## src/include/rcr_pkg.sv

```systemverilog
// Package: register map, field positions and reset values of the regulator bank
package rcr_pkg;
    // ------------------------------------------------------------
    // Widths
    // ------------------------------------------------------------
    localparam int ADDR_W  = 8;
    localparam int DATA_W  = 8;
    localparam int VCODE_W = 6;
    localparam int DELAY_W = 3;
    localparam int SYNC_W  = 7;

    // ------------------------------------------------------------
    // Register offsets
    // ------------------------------------------------------------
    localparam logic [7:0] OFS_BUCK_TWO_MAIN_VOLTAGE   = 8'h30;
    localparam logic [7:0] OFS_BUCK_TWO_ALT_VOLTAGE    = 8'h31;
    localparam logic [7:0] OFS_BUCK_TWO_CONTROL        = 8'h32;
    localparam logic [7:0] OFS_BUCK_THREE_MAIN_VOLTAGE = 8'h40;
    localparam logic [7:0] OFS_BUCK_THREE_ALT_VOLTAGE  = 8'h41;
    localparam logic [7:0] OFS_BUCK_THREE_CONTROL      = 8'h42;
    localparam logic [7:0] OFS_LINEAR_FOUR_VOLTAGE     = 8'h50;
    localparam logic [7:0] OFS_LINEAR_FOUR_CONTROL     = 8'h51;

    // ------------------------------------------------------------
    // Control register field positions
    // ------------------------------------------------------------
    localparam int BIT_ON      = 7;
    localparam int BIT_PHASE   = 6;
    localparam int BIT_BLEED   = 6;
    localparam int BIT_MODE    = 5;
    localparam int BIT_LOWQ    = 5;
    localparam int BIT_DLY_HI  = 4;
    localparam int BIT_DLY_LO  = 2;
    localparam int BIT_FIE     = 1;
    localparam int BIT_PGOOD   = 0;

    // ------------------------------------------------------------
    // Reset values and fixed read values
    // ------------------------------------------------------------
    localparam logic [5:0] RST_VCODE  = 6'h00;
    localparam logic [7:0] RST_CTRL   = 8'h00;
    localparam logic [7:0] RST_RDATA  = 8'h00;
    localparam logic [7:0] RD_UNMAPPED = 8'h00;

    // Synchroniser lane assignment
    localparam int LANE_VOLTAGE_CHOICE_PIN  = 0;
    localparam int LANE_PG2   = 1;
    localparam int LANE_PG3   = 2;
    localparam int LANE_PG4   = 3;
    localparam int LANE_FLT2  = 4;
    localparam int LANE_FLT3  = 5;
    localparam int LANE_FLT4  = 6;
endpackage

```

## src/hw/rcr_regs.sv

```systemverilog
// Regulator control and status register bank: two bucks and one linear
// Function
// - Converter takes secondary voltage code while voltage choice pin is high.
// - Converter takes primary voltage code while voltage choice pin is low.
// - Control bit 7 enables the regulator; readable and writable.
// - Buck two bit 6 selects 180 degree phase offset from oscillator.
// - Buck bit 5 forces fixed-frequency PWM; zero allows light-load saving.
// - Control bits 4..2 hold the turn-on delay code, read/write.
// - Control bit 1 gates fault interrupts of that regulator.
// - Control bit 0 is read-only power-good status.
// - Linear four has one six-bit voltage code, pin independent.
// - Linear four bit 6 enables output bleed while shut down.
// - Linear four bit 5 selects low quiescent mode.
module rcr_regs
    import rcr_pkg::*;
(
    input  wire logic                          clock,
    input  wire logic                          rst,
    // Register port behind the serial host interface
    input  wire logic [rcr_pkg::ADDR_W-1:0]    reg_addr,
    input  wire logic [rcr_pkg::DATA_W-1:0]    reg_wdata,
    input  wire logic                          reg_wr,
    input  wire logic                          reg_rd,
    output logic      [rcr_pkg::DATA_W-1:0]    reg_rdata,
    // Pins and analog status, asynchronous
    input  wire logic                          voltage_choice_pin,
    input  wire logic                          buck_two_pgood,
    input  wire logic                          buck_three_pgood,
    input  wire logic                          linear_four_pgood,
    input  wire logic                          buck_two_fault,
    input  wire logic                          buck_three_fault,
    input  wire logic                          linear_four_fault,
    // Buck two controls
    output logic                               buck_two_on,
    output logic                               buck_two_phase_shift,
    output logic                               buck_two_force_pwm,
    output logic      [rcr_pkg::DELAY_W-1:0]   buck_two_delay,
    output logic      [rcr_pkg::VCODE_W-1:0]   buck_two_vcode,
    // Buck three controls
    output logic                               buck_three_on,
    output logic                               buck_three_force_pwm,
    output logic      [rcr_pkg::DELAY_W-1:0]   buck_three_delay,
    output logic      [rcr_pkg::VCODE_W-1:0]   buck_three_vcode,
    // Linear four controls
    output logic                               linear_four_on,
    output logic                               output_bleed_active,
    output logic                               low_quiescent_select,
    output logic      [rcr_pkg::DELAY_W-1:0]   linear_four_delay,
    output logic      [rcr_pkg::VCODE_W-1:0]   linear_four_vcode,
    // Gated fault interrupt request
    output logic                               fault_irq
);
    // ------------------------------------------------------------
    // Storage
    // ------------------------------------------------------------
    logic [5:0] b2_main_q;
    logic [5:0] b2_alt_q;
    logic [7:0] b2_ctrl_q;
    logic [5:0] b3_main_q;
    logic [5:0] b3_alt_q;
    logic [7:0] b3_ctrl_q;
    logic [5:0] l4_volt_q;
    logic [7:0] l4_ctrl_q;
    logic [7:0] rdata_d;
    logic [7:0] rdata_q;
    logic       irq_q;

    logic [SYNC_W-1:0] pins_async;
    logic [SYNC_W-1:0] pins_s;

    // Writable bits of a control register; bit 0 is status only
    localparam logic [7:0] CTRL_WMASK  = 8'hfe;
    // Buck three has no phase control
    localparam logic [7:0] B3_WMASK    = 8'hbe;

    // ------------------------------------------------------------
    // Functions
    // ------------------------------------------------------------
    // Control register image: stored bits plus live power-good
    function automatic logic [7:0] ctrl_image(input logic [7:0] c,
                                              input logic       pg);
        ctrl_image = {c[7:1], pg};
    endfunction

    // Voltage register image: reserved top bits read zero
    function automatic logic [7:0] volt_image(input logic [5:0] v);
        volt_image = {2'b00, v};
    endfunction

    // Active code selection from the synchronised pin
    function automatic logic [5:0] pick_code(input logic       sel,
                                             input logic [5:0] main_v,
                                             input logic [5:0] alt_v);
        pick_code = sel ? alt_v : main_v;
    endfunction

    // ------------------------------------------------------------
    // Input synchronisation
    // ------------------------------------------------------------
    // Pin and analog comparators are not on this clock
    assign pins_async = {linear_four_fault, buck_three_fault,
                         buck_two_fault, linear_four_pgood,
                         buck_three_pgood, buck_two_pgood,
                         voltage_choice_pin};

    rcr_sync #(
        .W(SYNC_W)
    ) u_sync (
        .clock    (clock),
        .rst      (rst),
        .async_in (pins_async),
        .sync_out (pins_s)
    );

    // ------------------------------------------------------------
    // Register writes
    // ------------------------------------------------------------
    always_ff @(posedge clock) begin
        if (rst) begin
            b2_main_q <= RST_VCODE;
            b2_alt_q  <= RST_VCODE;
            b3_main_q <= RST_VCODE;
            b3_alt_q  <= RST_VCODE;
            l4_volt_q <= RST_VCODE;
        end else if (reg_wr) begin
            // Top two bits of the data are dropped here
            case (reg_addr)
                OFS_BUCK_TWO_MAIN_VOLTAGE:   b2_main_q <= reg_wdata[5:0];
                OFS_BUCK_TWO_ALT_VOLTAGE:    b2_alt_q  <= reg_wdata[5:0];
                OFS_BUCK_THREE_MAIN_VOLTAGE: b3_main_q <= reg_wdata[5:0];
                OFS_BUCK_THREE_ALT_VOLTAGE:  b3_alt_q  <= reg_wdata[5:0];
                OFS_LINEAR_FOUR_VOLTAGE:     l4_volt_q <= reg_wdata[5:0];
                default: ;
            endcase
        end
    end

    always_ff @(posedge clock) begin
        if (rst) begin
            b2_ctrl_q <= RST_CTRL;
            b3_ctrl_q <= RST_CTRL;
            l4_ctrl_q <= RST_CTRL;
        end else if (reg_wr) begin
            case (reg_addr)
                OFS_BUCK_TWO_CONTROL: begin
                    b2_ctrl_q <= reg_wdata & CTRL_WMASK;
                end
                OFS_BUCK_THREE_CONTROL: begin
                    b3_ctrl_q <= reg_wdata & B3_WMASK;
                end
                OFS_LINEAR_FOUR_CONTROL: begin
                    l4_ctrl_q <= reg_wdata & CTRL_WMASK;
                end
                default: ;
            endcase
        end
    end

    // ------------------------------------------------------------
    // Register reads
    // ------------------------------------------------------------
    always_comb begin
        case (reg_addr)
            OFS_BUCK_TWO_MAIN_VOLTAGE:   rdata_d = volt_image(b2_main_q);
            OFS_BUCK_TWO_ALT_VOLTAGE:    rdata_d = volt_image(b2_alt_q);
            OFS_BUCK_TWO_CONTROL:
                rdata_d = ctrl_image(b2_ctrl_q, pins_s[LANE_PG2]);
            OFS_BUCK_THREE_MAIN_VOLTAGE: rdata_d = volt_image(b3_main_q);
            OFS_BUCK_THREE_ALT_VOLTAGE:  rdata_d = volt_image(b3_alt_q);
            OFS_BUCK_THREE_CONTROL:
                rdata_d = ctrl_image(b3_ctrl_q, pins_s[LANE_PG3]);
            OFS_LINEAR_FOUR_VOLTAGE:     rdata_d = volt_image(l4_volt_q);
            OFS_LINEAR_FOUR_CONTROL:
                rdata_d = ctrl_image(l4_ctrl_q, pins_s[LANE_PG4]);
            default:                     rdata_d = RD_UNMAPPED;
        endcase
    end

    // Read data holds until the next read strobe
    always_ff @(posedge clock) begin
        if (rst) begin
            rdata_q <= RST_RDATA;
        end else if (reg_rd) begin
            rdata_q <= rdata_d;
        end
    end

    assign reg_rdata = rdata_q;

    // ------------------------------------------------------------
    // Regulator outputs
    // ------------------------------------------------------------
    // Registered so a pin edge cannot glitch the reference code
    always_ff @(posedge clock) begin
        if (rst) begin
            buck_two_vcode    <= RST_VCODE;
            buck_three_vcode  <= RST_VCODE;
            linear_four_vcode <= RST_VCODE;
        end else begin
            buck_two_vcode    <= pick_code(pins_s[LANE_VOLTAGE_CHOICE_PIN],
                                           b2_main_q, b2_alt_q);
            buck_three_vcode  <= pick_code(pins_s[LANE_VOLTAGE_CHOICE_PIN],
                                           b3_main_q, b3_alt_q);
            linear_four_vcode <= l4_volt_q;
        end
    end

    assign buck_two_on          = b2_ctrl_q[BIT_ON];
    assign buck_two_phase_shift = b2_ctrl_q[BIT_PHASE];
    assign buck_two_force_pwm   = b2_ctrl_q[BIT_MODE];
    assign buck_two_delay       = b2_ctrl_q[BIT_DLY_HI:BIT_DLY_LO];
    assign buck_three_on        = b3_ctrl_q[BIT_ON];
    assign buck_three_force_pwm = b3_ctrl_q[BIT_MODE];
    assign buck_three_delay     = b3_ctrl_q[BIT_DLY_HI:BIT_DLY_LO];
    assign linear_four_on       = l4_ctrl_q[BIT_ON];
    assign low_quiescent_select = l4_ctrl_q[BIT_LOWQ];
    assign linear_four_delay    = l4_ctrl_q[BIT_DLY_HI:BIT_DLY_LO];

    // Bleed only while off, never fighting an enabled output
    assign output_bleed_active  = l4_ctrl_q[BIT_BLEED] & ~l4_ctrl_q[BIT_ON];

    // ------------------------------------------------------------
    // Fault interrupt gating
    // ------------------------------------------------------------
    always_ff @(posedge clock) begin
        if (rst) begin
            irq_q <= 1'b0;
        end else begin
            irq_q <= (pins_s[LANE_FLT2] & b2_ctrl_q[BIT_FIE])
                   | (pins_s[LANE_FLT3] & b3_ctrl_q[BIT_FIE])
                   | (pins_s[LANE_FLT4] & l4_ctrl_q[BIT_FIE]);
        end
    end

    assign fault_irq = irq_q;

    // ------------------------------------------------------------
    // Assertions
    // ------------------------------------------------------------
    property p_alt_code;
        @(posedge clock) disable iff (rst)
        pins_s[LANE_VOLTAGE_CHOICE_PIN] |=> buck_two_vcode == $past(b2_alt_q);
    endproperty
    a_alt_code: assert property (p_alt_code)
        else $error("buck two not on secondary code");

    property p_main_code;
        @(posedge clock) disable iff (rst)
        !pins_s[LANE_VOLTAGE_CHOICE_PIN] |=> buck_three_vcode == $past(b3_main_q);
    endproperty
    a_main_code: assert property (p_main_code)
        else $error("buck three not on primary code");

    property p_enable_write;
        @(posedge clock) disable iff (rst)
        reg_wr && reg_addr == OFS_BUCK_TWO_CONTROL
            |=> buck_two_on == $past(reg_wdata[BIT_ON]);
    endproperty
    a_enable_write: assert property (p_enable_write)
        else $error("enable bit did not follow write");

    property p_phase_write;
        @(posedge clock) disable iff (rst)
        reg_wr && reg_addr == OFS_BUCK_TWO_CONTROL
            |=> buck_two_phase_shift == $past(reg_wdata[BIT_PHASE])
                && buck_two_force_pwm == $past(reg_wdata[BIT_MODE]);
    endproperty
    a_phase_write: assert property (p_phase_write)
        else $error("phase or mode bit did not follow write");

    property p_delay_read;
        @(posedge clock) disable iff (rst)
        reg_wr && reg_addr == OFS_LINEAR_FOUR_CONTROL
            ##1 reg_rd && reg_addr == OFS_LINEAR_FOUR_CONTROL
            |=> reg_rdata[4:2] == $past(reg_wdata[4:2], 2);
    endproperty
    a_delay_read: assert property (p_delay_read)
        else $error("delay code read back wrong");

    property p_fault_gate;
        @(posedge clock) disable iff (rst)
        !b2_ctrl_q[BIT_FIE] && !b3_ctrl_q[BIT_FIE] && !l4_ctrl_q[BIT_FIE]
            |=> !fault_irq;
    endproperty
    a_fault_gate: assert property (p_fault_gate)
        else $error("fault irq raised while masked");

    property p_pgood_read;
        @(posedge clock) disable iff (rst)
        reg_rd && reg_addr == OFS_BUCK_THREE_CONTROL
            |=> reg_rdata[BIT_PGOOD] == $past(pins_s[LANE_PG3])
                && reg_rdata[BIT_PHASE] == 1'b0;
    endproperty
    a_pgood_read: assert property (p_pgood_read)
        else $error("buck three control read wrong");

    property p_bleed;
        @(posedge clock) disable iff (rst)
        output_bleed_active |-> !linear_four_on && l4_ctrl_q[BIT_BLEED];
    endproperty
    a_bleed: assert property (p_bleed)
        else $error("bleed active while regulator on");

    property p_linear_code;
        @(posedge clock) disable iff (rst)
        $changed(pins_s[LANE_VOLTAGE_CHOICE_PIN]) && $stable(l4_volt_q)
            |=> linear_four_vcode == $past(l4_volt_q);
    endproperty
    a_linear_code: assert property (p_linear_code)
        else $error("linear code moved with pin");

    property p_lowq;
        @(posedge clock) disable iff (rst)
        reg_wr && reg_addr == OFS_LINEAR_FOUR_CONTROL
            |=> low_quiescent_select == $past(reg_wdata[BIT_LOWQ]);
    endproperty
    a_lowq: assert property (p_lowq)
        else $error("low quiescent bit did not follow write");

    property p_volt_reserved;
        @(posedge clock) disable iff (rst)
        reg_rd && (reg_addr == OFS_BUCK_TWO_ALT_VOLTAGE
                   || reg_addr == OFS_LINEAR_FOUR_VOLTAGE)
            |=> reg_rdata[7:6] == 2'b00;
    endproperty
    a_volt_reserved: assert property (p_volt_reserved)
        else $error("reserved voltage bits not zero");

    property p_unmapped;
        @(posedge clock) disable iff (rst)
        reg_rd && reg_addr == 8'h33 |=> reg_rdata == RD_UNMAPPED;
    endproperty
    a_unmapped: assert property (p_unmapped)
        else $error("unmapped read not zero");
endmodule

```

## src/hw/rcr_sync.sv

```systemverilog
// Two-flop synchroniser for a group of asynchronous level inputs
module rcr_sync #(
    parameter int W = 1
) (
    input  wire logic         clock,
    input  wire logic         rst,
    input  wire logic [W-1:0] async_in,
    output logic      [W-1:0] sync_out
);
    logic [W-1:0] meta_q;

    // First stage feeds only the second stage
    always_ff @(posedge clock) begin
        if (rst) begin
            meta_q   <= '0;
            sync_out <= '0;
        end else begin
            meta_q   <= async_in;
            sync_out <= meta_q;
        end
    end
endmodule

```

## config.mk

```make
export PLATFORM = sky130hd
export DESIGN_NAME = rcr_regs
export DESIGN_NICKNAME = d
export VERILOG_FILES = /design/src/include/rcr_pkg.sv /design/src/hw/rcr_regs.sv /design/src/hw/rcr_sync.sv
export SDC_FILE = /design/constraint.sdc
export NUM_CORES = 1
export LEC_CHECK = 0
export ABC_AREA = 1
export BUFFER_PORTS_ARGS = -buffer_cell sky130_fd_sc_hd__buf_2
export CAP_MARGIN = 20
export CORE_MARGIN = 1
export CORE_UTILIZATION = 50
export CTS_BUF_LIST = sky130_fd_sc_hd__clkbuf_16
export DETAILED_ROUTE_END_ITERATION = 6
export GPL_ROUTABILITY_DRIVEN = 0
export GPL_TIMING_DRIVEN = 0
export PLACE_DENSITY = 0.76
export SYNTH_ARGS = -nofsm -noshare
export SYNTH_HDL_FRONTEND = slang
export SYNTH_HIERARCHICAL = 1
export SYNTH_SLANG_ARGS = --single-unit
export TNS_END_PERCENT = 100
```

## constraint.sdc

```tcl
create_clock -name clock -period 1 [get_ports clock]
set_input_delay 0.2 -clock clock [delete_from_list [all_inputs] [get_ports clock]]
set_output_delay 0.2 -clock clock [all_outputs]
set_load 0.005 [all_outputs]
```

==> results of run 1 <==
-- state kept, by name (all words and copies together), names as in the netlist --
signal / count
reg_rdata: 8
b2_ctrl_q: 7
l4_ctrl_q: 7
u_sync/meta_q: 7
u_sync/sync_out: 7
b2_alt_q: 6
b2_main_q: 6
b3_alt_q: 6
b3_ctrl_q: 6
b3_main_q: 6
buck_three_vcode: 6
buck_two_vcode: 6
l4_volt_q: 6
linear_four_vcode: 6
fault_irq: 1
-- power by group through the flow --
stage / sequential (mW) / combinational (mW) / clock (mW)
floorplan: 3.76 / 0.255 / 0
global placement: 3.76 / 0.427 / 0
detailed placement: 3.76 / 0.434 / 0
CTS: 3.68 / 0.468 / 3.00
global route: 3.68 / 0.642 / 3.17
finish: 3.68 / 0.611 / 3.01
-- logic make-up after synthesis --
logic type	count (synthesis)	share of synthesized area [%]
AOI/OAI and AO/OA	101	13.6
DFF	91	47.7
buffers and inverters	86	11.5
and+or+nand+nor	227	27.2
-- cell usage after synthesis, drive strengths merged --
library cell | instances | share of area (%)
buf | 31 | 6.1
clkbuf | 9 | 0.88
inv | 46 | 4.5
nand2 | 87 | 9.2
o21ai | 43 | 5.6
and2 | 3 | 0.56
nand3 | 74 | 10
dfxtp | 91 | 48
a21oi | 58 | 8.0
nor2 | 63 | 7.1
-- tightest hold or removal path: stages --
cell    delay (ns)
buf_2         0.07
inv_1         0.03
nor2_1        0.06
-- per-stage QoR --
stage                     hold WS [ns]  TNS, ns
after global placement           0.389   -29.35
after CTS                       0.0710   -0.534
final                           0.0679    -1.94
after global routing            0.0753    -3.92
after floorplan                  0.271   -0.215
after detailed placement         0.392   -30.46
-- worst min path at each step --
stage,startpoint,endpoint,slack [ns],cells after the start
floorplan,rst,u_sync/meta_q[0],0.27,1
CTS,buck_two_pgood,u_sync/meta_q[1],0.07,3
global route,buck_two_pgood,u_sync/meta_q[1],0.08,3
finish,linear_four_pgood,u_sync/meta_q[3],0.07,3
global placement,u_sync/meta_q[5],u_sync/sync_out[5],0.39,2
detailed placement,u_sync/meta_q[3],u_sync/sync_out[3],0.39,2
-- routing by layer --
layer,vias to the layer above,global-route usage [%]
met5,-,0
met4,0,16.0
met3,102,5.45
met2,316,45.8
met1,1869,34.9
li1,1852,-
-- area by class of cell --
cell class	count	area (um2)
flip-flops and latches	91	1850
well taps	99	124
fillers	455	1710
multi-input cells	330	2050
clock inverters	7	36.3
plain buffers	33	304
repair buffers	100	807
clock buffers	9	225
inverters	46	230
-- cells in the final DEF, fill, tap and decap left out, types with 3 or more instances in the layout --
cell type and count:
nand2_8 5, clkbuf_1 3, nor2_1 52, and2_4 3, a21oi_1 46, buf_4 16, inv_2 4, dfxtp_1 69
buf_8 5, nand3_2 28, o21ai_2 10, nor2_4 6, o21ai_0 22, nand2_1 49, buf_6 51, inv_1 36
nand2_2 26, nand2_4 7, nand3_1 39, dfxtp_2 21, nand3_4 7, o21ai_1 11, buf_2 50, nor2_2 5
clkbuf_2 4, a21oi_2 12, clkbuf_16 10
-- repair_timing --
item,4_1_cts,5_1_grt
gates cloned,5,10
endpoints found under the hold margin,0,0
pin swaps,22,55
setup buffers,10,9
gates resized for setup,70,157
setup endpoints to repair,76,74
==> out/qor.yml, run 1 <==
fin_ws_ns: -0.141
met1_length_um: 4760
crit-reg2reg-launch: "b2_ctrl_q[4]"
drive_gt1_share_pct: 46.6
root_buffer: "clkbuf_16"
switchingPower_mw: 1.76
rows: 31
cts.clk_slew.worst_paths_ns: 0.06
drcViolationCount: 0
clock_skew_ns: 0.00527
power_mw: 7.30
dr.pass1.iters: 6
clk_latency_ns: 0.33
maxCapViolations: 0
p_sw_share_pct: 24.1
violations: "setup timing"
crit_end: "reg_rdata[4]"
fmax_mhz: 876
cts_hold_buffers: 0
synth_nets: 532
yosys_warnings: 6
ios: 71
cts_tree: "yes"
die_area_um2: 8000
p_int_mw: 5.54
hold_viol: 0
wl_met3_um: 1240
numCtsBuffers: 9
syn_area_per_cell_um2: 7.57
ys_seq_elements: 91
ys_seq_area_share_pct: 47.7
power_leakage_nw: 2.35
cts_htree_levels: 3
hp-class: "input pin to flip-flop"
placed_cells: 672
start_util_pct: 52.1
dp_slack_ns: -0.515
p_clk_share_pct: 41.2
grt_usage_pct: 28.1
viasPerCell: 5.79
grt-ovfl-total: 0
status: "complete, but fails checks"
timing.rr.end: "reg_rdata[4]"
top_layer_used: "met4"
antenna_found_initial: 0
stdcell_area_um2: 5630
fin_util_pct: 76.7
die_w_um: 89.4
fin_cells: 715
reg2reg_slack_ns: -0.12
cp_cell_sequence: "buf_12 > inv_16 > nand2_8 > nor2_4 > clkbuf_16 > nand3_4 > nand2_2 > nor2_2 > nand2_1 > nand2_1 > a21oi_2"
nNetsFinal: 638
worstPathArrival_ns: 1.40
synthesis.area_um2: 3820
drt_iter0_markers: 454
cpMostUsedCell: "nand2_1"
dr_wl_met2_um: 6090
ir_drop_mv: 1.24
timing.final.crit_share_pct: 114
clock_path_buffers: 2
slew_headroom_pct: 60.0
crit_fanout: 5
end_kind: "flip-flop"
io_buffers: 68
rr_worst_depth: 7
final_antenna_net_count: 0
crit_start: "reg_addr[5]"
critical-path-top-delay-family: "simple AND/OR/NAND/NOR gates"
num_vias: 4139
combPwrFrac_pct: 8.4
fp.dieH_um: 89.4
grt_max_degree: 15
totalWireLength_um: 13000
cp_num_buf_inv: 3
rsz0062_at_grt: "yes"
core_area_um2: 7330
grt_pass1_wl_um: 16900
pwr-share-seq_pct: 50.4
grt_pass1_vias: 3532
crit_type: "input pin to flip-flop"
avgRoutedWirePerCell_um: 18.2
period_needed_ns: 1.14
cts_sinks: 91
setup_viol: 46
tightest_slew_ns: 0.599
slowest_stage: "nor2_4"
hpwl_um: 7150
cp.depth: 11
synthCells: 505
area_growth_syn_to_layout_pct: 47.2
placed_cell_area_um2: 4420
powerDensity_nw_per_um2: 1300
antenna_cells_inserted: 0
slew_violations: 0
synth_cell_types: 22
critPathLaunchType: "input pin"
required_ns: 1.26
slowest_delay_ns: 0.24
(Power assumes the default switching activity.)
==> run 2: changes to the inputs <==
ABC_AREA = 0   (was 1)
==> run 2 against run 1 <==
  * The flow still finishes with violations (setup timing)
  * Flip-flop and latch count unchanged
  * First-iteration DRC count is 8.6% higher
  * Utilization increased by 5.6 points
  * Die area is 0.16% lower
  * Non-clock buffer count is 11 higher
  * Hold slack got worse by 0.017 ns
  * Power grew 17%
  * Via count down 1.4%
  * Synthesized cell count down 18%
  * Critical path type is now flip-flop to flip-flop
  * Largest cell class unchanged
==> out/qor.yml, run 2 <==
status: "complete, but fails checks"
violations: "setup timing"
viasPerCell: 6.45  # +11%
worstPathArrival_ns: 1.53  # +0.13 ns
nNetsFinal: 556  # -13%
clk_latency_ns: 0.35  # +0.02 ns
drt_iter0_markers: 493  # +8.6%
final_antenna_net_count: 0  # unchanged
timing.final.crit_share_pct: 130  # +15 points
area_growth_syn_to_layout_pct: 58.3
hold_viol: 0  # unchanged
hp-class: "input pin to flip-flop"
dr.pass1.iters: 6  # unchanged
rsz0062_at_grt: "yes"
core_area_um2: 7330  # unchanged
cts_sinks: 91  # unchanged
cts_htree_levels: 3  # unchanged
die_w_um: 89.4  # about the same
root_buffer: "clkbuf_16"
ir_drop_mv: 1.43  # +16%
ys_seq_elements: 91  # unchanged
tightest_slew_ns: 0.888  # +0.288 ns
reg2reg_slack_ns: -0.30  # -0.18 ns
yosys-top-cells-count: "dfxtp_1 (91), nand2_1 (51), a21oi_1 (45)"
hold_start: "linear_four_fault"
fmax_mhz: 772  # -12%
setup_viol: 76  # +65%
numCtsBuffers: 9  # unchanged
crit-reg2reg-launch: "l4_volt_q[3]"
synth_area_leaders: "dfxtp_1 (48%), mux2i_1 (7.1%), a21oi_1 (5.9%)"
synthCells: 414  # -18%
synth_nets: 441  # -17%
hold_path_end: "u_sync/meta_q[6]"
synthesis.area_um2: 3810  # -0.16%
ys_seq_area_share_pct: 47.8  # +0.078 points
crit_fanout: 3  # -2
syn_area_per_cell_um2: 9.21  # +22%
end_kind: "flip-flop"
rows: 31  # unchanged
clock_skew_ns: 0.00592  # +0.000648 ns
drive_gt1_share_pct: 57.5  # +11 points
clock_path_buffers: 2  # unchanged
required_ns: 1.23  # -0.03 ns
synth_edf_count: 0  # unchanged
die_area_um2: 7980  # -0.16%
ios: 71  # unchanged
grt-ovfl-total: 0  # unchanged
dp_slack_ns: -0.747  # -0.232 ns
fin_ws_ns: -0.296  # -0.155 ns
avgRoutedWirePerCell_um: 24.3  # +33%
min_path_cells: 2  # -1
ys_async_sr_fraction_pct: 0  # unchanged
powerDensity_nw_per_um2: 1410  # +8.9%
layout_commonest_cell: "dfxtp_1"
rr_worst_depth: 4  # -3
period_needed_ns: 1.30  # +0.155 ns
synth_top_area_share_pct: 47.8  # +0.078 points
final_cell_mix: "dfxtp_1 (62), buf_2 (48), buf_6 (37)"
io_buffers: 62  # -8.8%
grt_usage_pct: 32.3  # +4.2 points
fp.dieH_um: 89.4  # about the same
drcViolationCount: 0  # unchanged
yosysMostFrequentCell: "dfxtp_1"
slew_violations: 0  # unchanged
power_leakage_nw: 2.34  # -0.51%
hold_ws_ns: 0.0508  # -0.0171 ns
start_util_pct: 52.0  # -0.085 points
hpwl_um: 7410  # +3.7%
maxCapViolations: 0  # unchanged
synth_cell_types: 45  # +100%
timing.rr.end: "reg_rdata[3]"
power_mw: 8.53  # +17%
critPathLaunchType: "flip-flop"
grt_max_degree: 16  # +1
synth_top_area_cell: "dfxtp_1"
cts_hold_buffers: 0  # unchanged
yosys_warnings: 6  # unchanged
antenna_found_initial: 0  # unchanged
synth_ff_type: "dfxtp_1"
cts_tree: "yes"
totalWireLength_um: 15400  # +18%
grt_pass1_vias: 3492  # -1.1%
grt_pass1_wl_um: 18700  # +11%
antenna_cells_inserted: 0  # unchanged
largest_reg_flops: 8  # unchanged
slew_headroom_pct: 40.8  # -19 points
crit_type: "flip-flop to flip-flop"
num_vias: 4083  # -1.4%
cts.clk_slew.worst_paths_ns: 0.06  # about the same
-- run 2: repair_timing --
action	CTS	global route
pin swaps	22	65
setup buffers	27	11
resized for setup	101	143
setup endpoints to repair	94	84
cloned	5	2
-- run 2: cell type report --
| type | count | area [um2] |
|---|---|---|
| plain buffers | 37 | 373 |
| clock buffers | 9 | 225 |
| clock inverters | 7 | 139 |
| fillers | 371 | 1290 |
| inverters | 2 | 7.51 |
| multi-input cells | 281 | 2460 |
| flip-flops and latches | 91 | 1870 |
| well taps | 99 | 124 |
| repair buffers | 107 | 840 |
-- run 2: kinds of logic after synthesis --
family                 Yosys count  synth area share [%]
AOI/OAI and AO/OA               87                  15.0
buffers and inverters           42                  6.13
DFF                             91                  47.8
muxes                           27                  7.08
and+or+nand+nor                167                  24.0
-- run 2: through the flow --
step,utilization (%),cell area [um2],setup TNS [ns],cells
CTS,72.6,5330,-2.44,621
global route,82.4,6040,-11.06,633
detailed placement,59.4,4350,-38.90,575
global placement,59.4,4350,-37.89,575
floorplan,-,3920,-14.11,414
finish,82.4,6040,-9.62,633
-- run 2: power breakdown --
group,switching (mW),total (mW),internal [mW]
sequential,0.0181,3.66,3.64
clock,1.48,4.17,2.69
combinational,0.419,0.704,0.285
total,1.91,8.53,6.62
-- run 2: worst max path at each step --
stage                      start           end  slack, ns  cells past startpoint
floorplan            reg_addr[4]  reg_rdata[1]      -0.33                      6
global placement     reg_addr[6]  reg_rdata[4]      -0.72                      7
detailed placement   reg_addr[6]  reg_rdata[4]      -0.75                      7
CTS                 l4_ctrl_q[3]  reg_rdata[3]      -0.21                      4
global route         b2_alt_q[3]  reg_rdata[3]      -0.32                      4
finish              l4_volt_q[3]  reg_rdata[3]      -0.30                      4
-- run 2: worst max-delay path: stages, from the launching register on --
cell       delay, ns
dfxtp_1         0.35
a22o_1          0.25
a2bb2oi_4       0.21
a21oi_2         0.10
a221o_1         0.27
-- run 2: per-layer routing --
metal | vias to the layer above | share of wire, % | GRT usage, % | routed length (um)
met4 | 0 | 6.2 | 19.2 | 956
met1 | 1931 | 37 | 40.5 | 5620
met3 | 99 | 10 | 6.28 | 1580
met5 | - | 0 | 0 | 0
li1 | 1690 | - | - | -
met2 | 363 | 47 | 51.8 | 7230
